==> src/shared/psc_pkg.sv <==
// Constants shared by the parameter store controller.
package psc_pkg;

  // Register address is {object index, subentry}.
  localparam int ADDR_W = 24;
  localparam int DATA_W = 32;

  // Object indices.
  localparam logic [15:0] IDX_STORE   = 16'h1010;
  localparam logic [15:0] IDX_DISCARD = 16'h1011;
  localparam logic [15:0] IDX_MARKER  = 16'h1020;
  localparam logic [15:0] IDX_REBOOT  = 16'h2800;
  localparam logic [15:0] IDX_IRQ     = 16'h3f00;

  // Subentries.
  localparam logic [7:0] SUB_ALL     = 8'h01;
  localparam logic [7:0] SUB_COMM    = 8'h02;
  localparam logic [7:0] SUB_APP     = 8'h03;
  localparam logic [7:0] SUB_USER    = 8'h04;
  localparam logic [7:0] SUB_MOVE    = 8'h05;
  localparam logic [7:0] SUB_TUNE    = 8'h06;
  localparam logic [7:0] SUB_MODBUS  = 8'h0b;
  localparam logic [7:0] SUB_DATE    = 8'h01;
  localparam logic [7:0] SUB_TIME    = 8'h02;
  localparam logic [7:0] SUB_RESTART = 8'h01;
  localparam logic [7:0] SUB_STATUS  = 8'h01;
  localparam logic [7:0] SUB_MASK    = 8'h02;

  // Signatures and completion value.
  localparam logic [31:0] SIG_SAVE    = 32'h65766173;
  localparam logic [31:0] SIG_LOAD    = 32'h64616f6c;
  localparam logic [31:0] SIG_BOOT    = 32'h746f6f62;
  localparam logic [31:0] SAVE_DONE   = 32'h00000001;
  localparam logic [31:0] MARK_CLEAR  = 32'h00000000;

  // Subentry slots, one per selectable subentry.
  localparam int          NSLOT     = 7;
  localparam logic [2:0]  SLOT_NONE = 3'h7;

  // Category mask bits sent to the nonvolatile store.
  localparam int          NCAT      = 6;
  localparam int          CAT_COMM  = 0;
  localparam int          CAT_APP   = 1;
  localparam int          CAT_USER  = 2;
  localparam int          CAT_MOVE  = 3;
  localparam int          CAT_TUNE  = 4;
  localparam int          CAT_MBUS  = 5;
  localparam logic [5:0]  CAT_EVERY = 6'h3f;
  localparam logic [5:0]  CAT_NOTUNE = 6'h2f;

  // Store operations.
  localparam logic [1:0] NV_OP_LOAD  = 2'h0;
  localparam logic [1:0] NV_OP_SAVE  = 2'h1;
  localparam logic [1:0] NV_OP_ERASE = 2'h2;

  // Interrupt status bits.
  localparam int         NEVT       = 5;
  localparam int         EV_SAVED   = 0;
  localparam int         EV_ERASED  = 1;
  localparam int         EV_MARKCLR = 2;
  localparam int         EV_NVERR   = 3;
  localparam int         EV_LOADED  = 4;
  localparam logic [4:0] EV_RESET   = 5'h00;

  typedef enum logic [1:0] {ST_BOOT, ST_IDLE, ST_RUN} psc_state_t;

endpackage

==> src/hdl/psc_ctrl.sv <==
// Parameter store controller: save, discard, marker and restart objects.
`timescale 1ns/1ps

// Behaviour
// - Save signature on subentry stores its category
// - Successful store overwrites subentry with one
// - Subentry to category mapping, 01 excludes tuning
// - Load signature on discard erases category
// - Factory reset keeps tuning; 06 clears it
// - Discard leaves active values until restart
// - Boot signature on restart subentry restarts
// - Marker accepts date, time; saved by 01
// - Savable writes clear marker, except 01/marker
// - Stored values reload at every reset
// - Only whole categories are ever stored
module psc_ctrl
(
  // Clock and reset.
  input  wire logic                          sys_clk,
  input  wire logic                          rst,
  // Register port.
  input  wire logic [psc_pkg::ADDR_W-1:0]    reg_addr,
  input  wire logic [psc_pkg::DATA_W-1:0]    reg_wdata,
  input  wire logic                          reg_wr,
  input  wire logic                          reg_rd,
  output      logic [psc_pkg::DATA_W-1:0]    reg_rdata,
  // Writes to savable objects elsewhere in the dictionary.
  input  wire logic                          od_obj_write,
  // Nonvolatile store handshake.
  output      logic                          nv_req,
  output      logic [1:0]                    nv_op,
  output      logic [psc_pkg::NCAT-1:0]      nv_cat,
  input  wire logic                          nv_ack,
  input  wire logic                          nv_ok,
  input  wire logic [psc_pkg::DATA_W-1:0]    nv_load_date,
  input  wire logic [psc_pkg::DATA_W-1:0]    nv_load_time,
  output      logic [psc_pkg::DATA_W-1:0]    nv_mark_date,
  output      logic [psc_pkg::DATA_W-1:0]    nv_mark_time,
  // System.
  output      logic                          reboot_req,
  output      logic                          irq
);

  psc_pkg::psc_state_t            state_reg;
  psc_pkg::psc_state_t            state_next;
  logic [psc_pkg::DATA_W-1:0]     save_reg [psc_pkg::NSLOT];
  logic [psc_pkg::DATA_W-1:0]     save_next [psc_pkg::NSLOT];
  logic [psc_pkg::DATA_W-1:0]     disc_reg [psc_pkg::NSLOT];
  logic [psc_pkg::DATA_W-1:0]     disc_next [psc_pkg::NSLOT];
  logic [psc_pkg::NSLOT-1:0]      spend_reg;
  logic [psc_pkg::NSLOT-1:0]      spend_next;
  logic [psc_pkg::NSLOT-1:0]      dpend_reg;
  logic [psc_pkg::NSLOT-1:0]      dpend_next;
  logic [2:0]                     slot_reg;
  logic [2:0]                     slot_next;
  logic [1:0]                     op_reg;
  logic [1:0]                     op_next;
  logic [psc_pkg::NCAT-1:0]       cat_reg;
  logic [psc_pkg::NCAT-1:0]       cat_next;
  logic [psc_pkg::DATA_W-1:0]     date_reg;
  logic [psc_pkg::DATA_W-1:0]     date_next;
  logic [psc_pkg::DATA_W-1:0]     time_reg;
  logic [psc_pkg::DATA_W-1:0]     time_next;
  logic [psc_pkg::NEVT-1:0]       stat_reg;
  logic [psc_pkg::NEVT-1:0]       stat_next;
  logic [psc_pkg::NEVT-1:0]       mask_reg;
  logic [psc_pkg::NEVT-1:0]       mask_next;
  logic [psc_pkg::DATA_W-1:0]     rdata_reg;
  logic [psc_pkg::DATA_W-1:0]     rdata_next;
  logic                           reboot_reg;
  logic                           reboot_next;

  // Maps a save or discard subentry to its slot.
  // Subentry selects category
  function automatic logic [2:0] slot_of(input logic [7:0] sub);
    logic [2:0] s;
    s = psc_pkg::SLOT_NONE;
    unique case (sub)
      psc_pkg::SUB_ALL:    s = 3'h0;
      psc_pkg::SUB_COMM:   s = 3'h1;
      psc_pkg::SUB_APP:    s = 3'h2;
      psc_pkg::SUB_USER:   s = 3'h3;
      psc_pkg::SUB_MOVE:   s = 3'h4;
      psc_pkg::SUB_TUNE:   s = 3'h5;
      psc_pkg::SUB_MODBUS: s = 3'h6;
      default:             s = psc_pkg::SLOT_NONE;
    endcase
    return s;
  endfunction

  // Category mask of a slot; the all slot never includes tuning.
  function automatic logic [psc_pkg::NCAT-1:0] cat_of(input logic [2:0] s);
    logic [psc_pkg::NCAT-1:0] m;
    m = '0;
    unique case (s)
      3'h0:    m = psc_pkg::CAT_NOTUNE;
      3'h1:    m[psc_pkg::CAT_COMM] = 1'b1;
      3'h2:    m[psc_pkg::CAT_APP] = 1'b1;
      3'h3:    m[psc_pkg::CAT_USER] = 1'b1;
      3'h4:    m[psc_pkg::CAT_MOVE] = 1'b1;
      3'h5:    m[psc_pkg::CAT_TUNE] = 1'b1;
      3'h6:    m[psc_pkg::CAT_MBUS] = 1'b1;
      default: m = '0;
    endcase
    return m;
  endfunction

  always_comb
  begin
    logic [15:0]              idx;
    logic [7:0]               sub;
    logic [2:0]               wslot;
    logic                     found;
    logic [psc_pkg::NEVT-1:0] sets;
    {idx, sub} = reg_addr;
    wslot = slot_of(sub);
    found = 1'b0;
    sets = '0;
    state_next = state_reg;
    save_next = save_reg;
    disc_next = disc_reg;
    spend_next = spend_reg;
    dpend_next = dpend_reg;
    slot_next = slot_reg;
    op_next = op_reg;
    cat_next = cat_reg;
    date_next = date_reg;
    time_next = time_reg;
    stat_next = stat_reg;
    mask_next = mask_reg;
    rdata_next = '0;
    reboot_next = 1'b0;

    unique case (state_reg)
      psc_pkg::ST_BOOT:
      begin
        if (nv_ack)
        begin
          date_next = nv_load_date;
          time_next = nv_load_time;
          sets[psc_pkg::EV_LOADED] = 1'b1;
          sets[psc_pkg::EV_NVERR] = ~nv_ok;
          state_next = psc_pkg::ST_IDLE;
        end
      end
      psc_pkg::ST_IDLE:
      begin
        // Saves are served before discards, lowest slot first.
        for (int i = 0; i < psc_pkg::NSLOT; i++)
        begin
          if (spend_reg[i] && !found)
          begin
            found = 1'b1;
            slot_next = 3'(i);
            op_next = psc_pkg::NV_OP_SAVE;
            spend_next[i] = 1'b0;
          end
        end
        for (int i = 0; i < psc_pkg::NSLOT; i++)
        begin
          if (dpend_reg[i] && !found)
          begin
            found = 1'b1;
            slot_next = 3'(i);
            op_next = psc_pkg::NV_OP_ERASE;
            dpend_next[i] = 1'b0;
          end
        end
        if (found)
        begin
          cat_next = cat_of(slot_next);
          state_next = psc_pkg::ST_RUN;
        end
      end
      psc_pkg::ST_RUN:
      begin
        if (nv_ack)
        begin
          state_next = psc_pkg::ST_IDLE;
          if (!nv_ok)
          begin
            sets[psc_pkg::EV_NVERR] = 1'b1;
          end
          else if (op_reg == psc_pkg::NV_OP_SAVE)
          begin
            save_next[slot_reg] = psc_pkg::SAVE_DONE;
            sets[psc_pkg::EV_SAVED] = 1'b1;
          end
          else
          begin
            sets[psc_pkg::EV_ERASED] = 1'b1;
          end
        end
      end
    endcase

    if (od_obj_write)
    begin
      date_next = psc_pkg::MARK_CLEAR;
      time_next = psc_pkg::MARK_CLEAR;
      sets[psc_pkg::EV_MARKCLR] = 1'b1;
    end

    if (reg_wr)
    begin
      if (idx == psc_pkg::IDX_STORE && wslot != psc_pkg::SLOT_NONE)
      begin
        save_next[wslot] = reg_wdata;
        if (reg_wdata == psc_pkg::SIG_SAVE)
        begin
          spend_next[wslot] = 1'b1;
        end
        if (sub != psc_pkg::SUB_ALL)
        begin
          date_next = psc_pkg::MARK_CLEAR;
          time_next = psc_pkg::MARK_CLEAR;
          sets[psc_pkg::EV_MARKCLR] = 1'b1;
        end
      end
      if (idx == psc_pkg::IDX_DISCARD && wslot != psc_pkg::SLOT_NONE)
      begin
        disc_next[wslot] = reg_wdata;
        if (reg_wdata == psc_pkg::SIG_LOAD)
        begin
          dpend_next[wslot] = 1'b1;
        end
      end
      if (idx == psc_pkg::IDX_MARKER && sub == psc_pkg::SUB_DATE)
      begin
        date_next = reg_wdata;
      end
      if (idx == psc_pkg::IDX_MARKER && sub == psc_pkg::SUB_TIME)
      begin
        time_next = reg_wdata;
      end
      if (idx == psc_pkg::IDX_REBOOT && sub == psc_pkg::SUB_RESTART)
      begin
        reboot_next = (reg_wdata == psc_pkg::SIG_BOOT);
        date_next = psc_pkg::MARK_CLEAR;
        time_next = psc_pkg::MARK_CLEAR;
        sets[psc_pkg::EV_MARKCLR] = 1'b1;
      end
      if (idx == psc_pkg::IDX_IRQ && sub == psc_pkg::SUB_MASK)
      begin
        mask_next = reg_wdata[psc_pkg::NEVT-1:0];
      end
    end

    if (reg_rd)
    begin
      if (idx == psc_pkg::IDX_STORE && wslot != psc_pkg::SLOT_NONE)
      begin
        rdata_next = save_reg[wslot];
      end
      if (idx == psc_pkg::IDX_DISCARD && wslot != psc_pkg::SLOT_NONE)
      begin
        rdata_next = disc_reg[wslot];
      end
      if (idx == psc_pkg::IDX_MARKER && sub == psc_pkg::SUB_DATE)
      begin
        rdata_next = date_reg;
      end
      if (idx == psc_pkg::IDX_MARKER && sub == psc_pkg::SUB_TIME)
      begin
        rdata_next = time_reg;
      end
      if (idx == psc_pkg::IDX_IRQ && sub == psc_pkg::SUB_STATUS)
      begin
        rdata_next = {{(psc_pkg::DATA_W-psc_pkg::NEVT){1'b0}}, stat_reg};
        stat_next = psc_pkg::EV_RESET;
      end
      if (idx == psc_pkg::IDX_IRQ && sub == psc_pkg::SUB_MASK)
      begin
        rdata_next = {{(psc_pkg::DATA_W-psc_pkg::NEVT){1'b0}}, mask_reg};
      end
    end

    // New events win over a clearing read in the same cycle.
    stat_next = stat_next | sets;
  end

  always_ff @(posedge sys_clk)
  begin
    if (rst)
    begin
      state_reg <= psc_pkg::ST_BOOT;
      for (int i = 0; i < psc_pkg::NSLOT; i++)
      begin
        save_reg[i] <= '0;
        disc_reg[i] <= '0;
      end
      spend_reg <= '0;
      dpend_reg <= '0;
      slot_reg <= '0;
      op_reg <= psc_pkg::NV_OP_LOAD;
      cat_reg <= psc_pkg::CAT_EVERY;
      date_reg <= psc_pkg::MARK_CLEAR;
      time_reg <= psc_pkg::MARK_CLEAR;
      stat_reg <= psc_pkg::EV_RESET;
      mask_reg <= psc_pkg::EV_RESET;
      rdata_reg <= '0;
      reboot_reg <= 1'b0;
    end
    else
    begin
      state_reg <= state_next;
      save_reg <= save_next;
      disc_reg <= disc_next;
      spend_reg <= spend_next;
      dpend_reg <= dpend_next;
      slot_reg <= slot_next;
      op_reg <= op_next;
      cat_reg <= cat_next;
      date_reg <= date_next;
      time_reg <= time_next;
      stat_reg <= stat_next;
      mask_reg <= mask_next;
      rdata_reg <= rdata_next;
      reboot_reg <= reboot_next;
    end
  end

  assign reg_rdata = rdata_reg;
  assign nv_req = (state_reg != psc_pkg::ST_IDLE);
  assign nv_op = op_reg;
  assign nv_cat = cat_reg;
  assign nv_mark_date = date_reg;
  assign nv_mark_time = time_reg;
  assign reboot_req = reboot_reg;
  assign irq = |(stat_reg & mask_reg);

endmodule // psc_ctrl

==> config.mk <==
export PLATFORM = sky130hd
export DESIGN_NAME = psc_ctrl
export DESIGN_NICKNAME = d
export VERILOG_FILES = /design/src/shared/psc_pkg.sv /design/src/hdl/psc_ctrl.sv
export SDC_FILE = /design/constraint.sdc
export NUM_CORES = 2
export LEC_CHECK = 0
export ABC_AREA = 1
export BUFFER_PORTS_ARGS = -buffer_cell sky130_fd_sc_hd__buf_2
export CAP_MARGIN = 20
export CORE_MARGIN = 10
export CORE_UTILIZATION = 55
export CTS_CLUSTER_DIAMETER = 80
export CTS_CLUSTER_SIZE = 25
export DETAILED_ROUTE_END_ITERATION = 6
export GPL_TIMING_DRIVEN = 0
export PLACE_DENSITY = 0.75
export REMOVE_ABC_BUFFERS = 1
export SLEW_MARGIN = 20
export SYNTH_ARGS = -nofsm -noshare
export SYNTH_HDL_FRONTEND = slang
export SYNTH_SLANG_ARGS = --single-unit
==> constraint.sdc <==
create_clock -name sys_clk -period 2.5 [get_ports sys_clk]
set_clock_uncertainty 0.05 [all_clocks]
set_input_delay 0.25 -clock sys_clk [delete_from_list [all_inputs] [get_ports sys_clk]]
set_output_delay 0.25 -clock sys_clk [all_outputs]
set_load 0.02 [all_outputs]
# == Yosys cells after proc, flatten, opt, wreduce, memory -nomap -nowiden ==
# Index checks and enable logic that the tools add are counted.
# Widths: inputs -> output; s select.
# totals
ff_bits,582
out_inout_bits,107
in_bits,127
wordCells,276
# op_classes
order_cmp,6
n_reduce_logical,54
bitwise_logic,13
muxes,147
eq_ne,29
# op_table
operator,n
$mux 224,6
$mux 32,26
$bwmux 224,2
$and 217x217->217,1
$not 217->217,1
$bmux 32 s3,2
$demux 32 s3,2
$eq 32x31->1 const B,3
$mux 1,58
$mux 7,8
$eq 16x13->1 const B,3
$mux 3,15
$mux 2,20
$eq 16x14->1 const B,2
$eq 8x3->1 const B,3
$logic_and 1x1->1,23
$or 7x7->7,3
$pmux 3 s7,1
$mux 5,4
$eq 8x2->1 const B,2
$reduce_bool 14->1,1
$reduce_or 2->1,7
$logic_not 1->1,13
$reduce_and 2->1,5
27 further kinds,38

# == Logic depth before layout (Yosys ltp) ==
# depth
depth_word,58
ltp_mapped,18
ltp_nobuf,18

# == Least setup slack after synthesis ==
# Ideal clock, no wire load.
# synth_timing
path_type,reg-to-reg
from,register spend_reg[0] in the netlist's numbering
to,"register op_reg[0], in the netlist nv_op[0]"
t_arrival_ps,1945
period_less_slack_ps,2110
path_stages_with_launch,15
path_buffers,1
setup_time_ps,115
slack_ps,390
required_time_ps,2335
cell_sequence,dfxtp_1 nor2_2 nand3_1 nor2_1 nand2_1 nor2_2 nand2_1 nor2_2 nand2_2 nor3_2 nand3b_1 nand2_1 buf_6 nand2_1 and3_1
# synth_via
elab_chain_len,54
elab_cells_between_ends,67
classes_between,mux (39); reduce/logical (28)
# synth_rtl
item,line,source
from (decl),psc_ctrl.sv:50,logic [psc_pkg::NSLOT-1:0] spend_reg;
from (signal assigned),psc_ctrl.sv:309,spend_reg <= spend_next;
$mux 1,psc_ctrl.sv:151,if (spend_reg[i] && !found)
$mux 1,psc_ctrl.sv:134,unique case (state_reg)
$logic_not 1->1,psc_ctrl.sv:151,
$logic_and 1x1->1,psc_ctrl.sv:151,
$mux 1,psc_ctrl.sv:151,
$mux 1,psc_ctrl.sv:134,
$logic_not 1->1,psc_ctrl.sv:151,
$logic_and 1x1->1,psc_ctrl.sv:151,
(+38 left out),--,
$logic_not 1->1,psc_ctrl.sv:161,if (dpend_reg[i] && !found)
$logic_and 1x1->1,psc_ctrl.sv:161,
$mux 1,psc_ctrl.sv:161,
$mux 1,psc_ctrl.sv:134,
$logic_not 1->1,psc_ctrl.sv:161,
$logic_and 1x1->1,psc_ctrl.sv:161,
$reduce_bool 14->1 (no source line),--,
$reduce_and 2->1 (no source line),--,
to (signal assigned),psc_ctrl.sv:295,op_reg <= psc_pkg::NV_OP_LOAD;
to (signal assigned),psc_ctrl.sv:312,op_reg <= op_next;
to (decl),psc_ctrl.sv:56,logic [1:0] op_reg;
# Parallel ways exist; a longest one is shown, timed or not. The select of a mux whose other input is x is not followed.
# A chain may end at the register's enable or synchronous reset.

# == Final worst setup path ==
# layout_timing
from,input reg_addr[7] in the netlist's numbering
to,"register rdata_reg, in the netlist reg_rdata[1]"
# layout_via
elab_chain_len,12
elab_cells_between_ends,28
classes_between,eq/ne (8); mux (13); bitwise (1); reduce/logical (6)
# layout_rtl
item,line,source
from (decl),psc_ctrl.sv:22,"input wire logic [psc_pkg::ADDR_W-1:0] reg_addr,"
$eq 8x4->1 (tied with other cells),psc_ctrl.sv:78,unique case (sub)
$pmux 3 s7,psc_ctrl.sv:78,
$not 3->4 (not written as such),"psc_ctrl.sv:253, psc_ctrl.sv:257",
$bmux 32 s3,psc_ctrl.sv:253,rdata_next = save_reg[wslot];
$mux 32 (not written as such) (2 in series),psc_ctrl.sv:253,
$mux 32,psc_ctrl.sv:251,if (idx == psc_pkg::IDX_STORE && wslot != psc_pkg::SLOT_NONE)
$mux 32,psc_ctrl.sv:255,if (idx == psc_pkg::IDX_DISCARD && wslot != psc_pkg::SLOT_NONE)
$mux 32,psc_ctrl.sv:259,if (idx == psc_pkg::IDX_MARKER && sub == psc_pkg::SUB_DATE)
$mux 32,psc_ctrl.sv:263,if (idx == psc_pkg::IDX_MARKER && sub == psc_pkg::SUB_TIME)
$mux 5,psc_ctrl.sv:267,if (idx == psc_pkg::IDX_IRQ && sub == psc_pkg::SUB_STATUS)
$mux 5 *,psc_ctrl.sv:272,if (idx == psc_pkg::IDX_IRQ && sub == psc_pkg::SUB_MASK)
to (signal assigned),psc_ctrl.sv:318,rdata_reg <= rdata_next;
to (decl),psc_ctrl.sv:68,logic [psc_pkg::DATA_W-1:0] rdata_reg;
# Every way passes the cells marked *; elsewhere a longest branch is shown, timed or not. The select of a mux whose other input is x is not followed.

==> results.cfg <==
[outcome]
run_status = complete, but fails checks
failed_checks = setup timing

[route]
post_drt_wl_per_cell_um = 21.3
dr.first_iter.drc_count = 3366
antenna_violating_nets_post_route = 0
drt-vias-per-instance = 6.09
via_count = 26760
route.detailed.drc = 0
drt_pre_antenna_iters = 6
finalWirelength_um = 93600

[sta]
fmax_mhz = 395
max_slew_margin = 0.483
setup_violators_final = 3
tightestPinTransition_ns = 0.768
timing_max_transition_violations_final = 0
layout_setup_ws_ns = -0.0299
report.final.hold_viol_count = 0
layout_worst_path_cycle_share = 1.01
period_minus_slack_ns = 2.53
setup_repair_after_global_routing_missed_its_margin = yes

[placement]
placement.cell_area_um2 = 28100
hpwl_um = 53800
port_buffers = 233
gp_congestion = 0.859
dp_cells = 4226
post-place-ws_ns = -1.85

[worst_setup_path]
rrSetupSlack_ns = 0.01
rr_worst_depth = 7
critPathMaxFanout = 53
worst_setup_path_end_kind = register
crit_required_ns = 3.01
critPathKind = input pin to register
setup.worst_path.start_class = input pin
arrival_ns = 3.04

[logic_synthesis]
yosys-top-cells-count = nand2_1 (712), dfxtp_1 (582), a21oi_1 (532)
synth_warnings = 0
synth-seq-cells = 582
yosysTopAreaCellShare = 0.442
synth-async-reset-ratio = 0
synth_top_cell_by_area = dfxtp_1
yosys.cell_count.top_type = nand2_1
syn_area_um2 = 26300
number_of_instances_in_the_synthesized_netlist = 3651
synth_sequential_area_ratio = 0.442
synth_edf_count = 0
dominantRegCellSynth = dfxtp_1
synth.top_cells.by_area = dfxtp_1 (44%), nand2_1 (10%), a21oi_1 (10%)
netlist-cell-type-count = 44
synthesis.area_per_instance_um2 = 7.21

[clock_tree]
clock_path_buffers = 3
ctsRootBufferMaster = clkbuf_16
path_clk_slew_ns = 0.11
cts-buffers-inserted = 29
cts_sink_count = 582
cts_tree = yes
insertion_delay_ns = 0.60
ctsHtreeMaxLevel = 1

[power_and_ir_drop]
vdd_ir_drop_max_mv = 0.481
power_per_cell_area_nw_per_um2 = 523
leakage_uw = 0.0121

[run]
cap_violations = 0

[floorplanning]
initial_core_util = 0.554
die_x_um = 239
chipHeight_um = 239
design.die.area_um2 = 57000
core_area_um2 = 47500
floorplan.rows = 80
i_o_pin_total = 234

[finish]
design.final.nets = 3898
multiInputGateArea_um2 = 12900
final-seq-area_um2 = 11700
area_growth_syn_to_layout_pct = 16.2
drive_above_1_share = 0.127
fillers = 4111
final_cell_area_um2 = 30600
instances_no_fill = 4395

[grt]
vias_in_the_first_global_route = 24194
grt_start_max_net_pins = 126
gr-usage-all-layers = 0.308
globalRoute.totalOverflow = 0
wire_length_of_the_first_global_routing_pass_um = 140000
initial_antenna_violation_count = 1

[min_path]
hold_path_class = input pin to register
worstHoldPathCells = 4
==> layout make-up <==
class,count,area share
antenna,1,0.0000817
clock buffer,29,0.0237
clock inverter,10,0.00290
inverter,223,0.0314
multi-input combinational,2539,0.423
sequential,582,0.381
tap,615,0.0251
timing repair buffer,396,0.113
==> cell families (layout without fill, tap and decap cells) <==
| group | Yosys count | count (layout) | share of synthesized area |
|---|---|---|---|
| AOI/OAI and AO/OA | 1128 | 1128 | 0.232 |
| and+or+nand+nor | 1345 | 1348 | 0.219 |
| other | 0 | 1 | 0 |
| DFF | 582 | 582 | 0.442 |
| buffers and inverters | 533 | 658 | 0.0819 |
| muxes | 63 | 63 | 0.0254 |
==> placed cells by master (no fill, tap or decap), types with 8 or more instances in the layout <==
cell type / synthesis / final
nand3_1: 218 / 213
buf_2: 68 / 232
nand2_2: 7 / 18
a211oi_1: 70 / 70
nor2_1: 267 / 254
o21ai_1: 48 / 49
nand2_1: 712 / 691
o21a_1: 31 / 31
o22ai_1: 55 / 55
nand4_1: 79 / 79
clkbuf_16: 0 / 30
dfxtp_1: 582 / 582
mux2i_1: 32 / 32
buf_16: 0 / 26
nor4_1: 11 / 9
nor2_4: 3 / 15
o21ai_0: 355 / 353
nand2_4: 5 / 13
clkinv_1: 23 / 23
nor2_2: 7 / 8
nor3_1: 16 / 11
buf_4: 17 / 24
a21oi_1: 532 / 529
mux2_2: 31 / 31
inv_1: 182 / 177
o2111ai_1: 19 / 19
dlygate4sd3_1: 0 / 92
buf_12: 0 / 16
nand3b_1: 11 / 11
==> per-stage QoR <==
| step | hold WS, ns | utilization | total power [uW] | setup TNS (ns) |
|---|---|---|---|---|
| 2_1_floorplan | 0.266 | - | 10200 | -1215.59 |
| 3_3_place_gp | 0.391 | 0.567 | 10700 | -4731.26 |
| 3_5_place_dp | 0.395 | 0.590 | 10700 | -490.83 |
| 4_1_cts | 0.00345 | 0.637 | 15900 | -0.0231 |
| 5_1_grt | 0.0268 | 0.644 | 16400 | -0.877 |
| 6_report | 0.0136 | 0.644 | 16000 | -0.0822 |
==> where the power goes <==
| part | leakage (uW) | switching, uW | total, uW | internal (uW) |
|---|---|---|---|---|
| combinational | 0.00702 | 851 | 1350 | 496 |
| clock | 0.000385 | 3150 | 5300 | 2150 |
| sequential | 0.00469 | 41.8 | 9350 | 9310 |
| total | 0.0121 | 4040 | 16000 | 12000 |
==> worst max-delay path: stages <==
cell and delay (ns):
buf_2 0.10, nor2_1 0.16, nand2_2 0.17, nor2_4 0.30
nor2_2 0.15, nand2_4 0.24, nand2_8 0.22, buf_12 0.27
inv_16 0.26, nand2_1 0.08, nand2_1 0.06, nand2_1 0.05
nand3_1 0.08, nand2_1 0.14, nand3_1 0.19, nand2_1 0.09
nand3_1 0.07, nand2_1 0.05, inv_1 0.04
==> what timing repair did <==
action                     4_1_cts  5_1_grt
gates cloned                     5        3
hold buffers                    92        0
buffers inserted                18       11
gates resized for setup         39       53
setup endpoints to repair      413      366
hold endpoints to repair       139        0
pin swaps                       12        9
==> final timing paths <==
check / from / end
worst max register to register: state_reg[1] / save_reg[96]
worst min register to register: disc_reg[15] / disc_reg[15]
worst max-delay path: reg_addr[7] / reg_rdata[1]
worst min-delay path: nv_load_date[0] / nv_mark_date[0]
==> per-layer routing <==
metal  vias up  track usage  wire, um  share of wire
met4         0        0.129      4180          0.045
met1     12331        0.409     37800           0.40
met5         -            0         0              0
li1      12623            -         -              -
met3       285       0.0496     10100           0.11
met2      1521        0.490     41500           0.44
(Power assumes the default switching activity.)
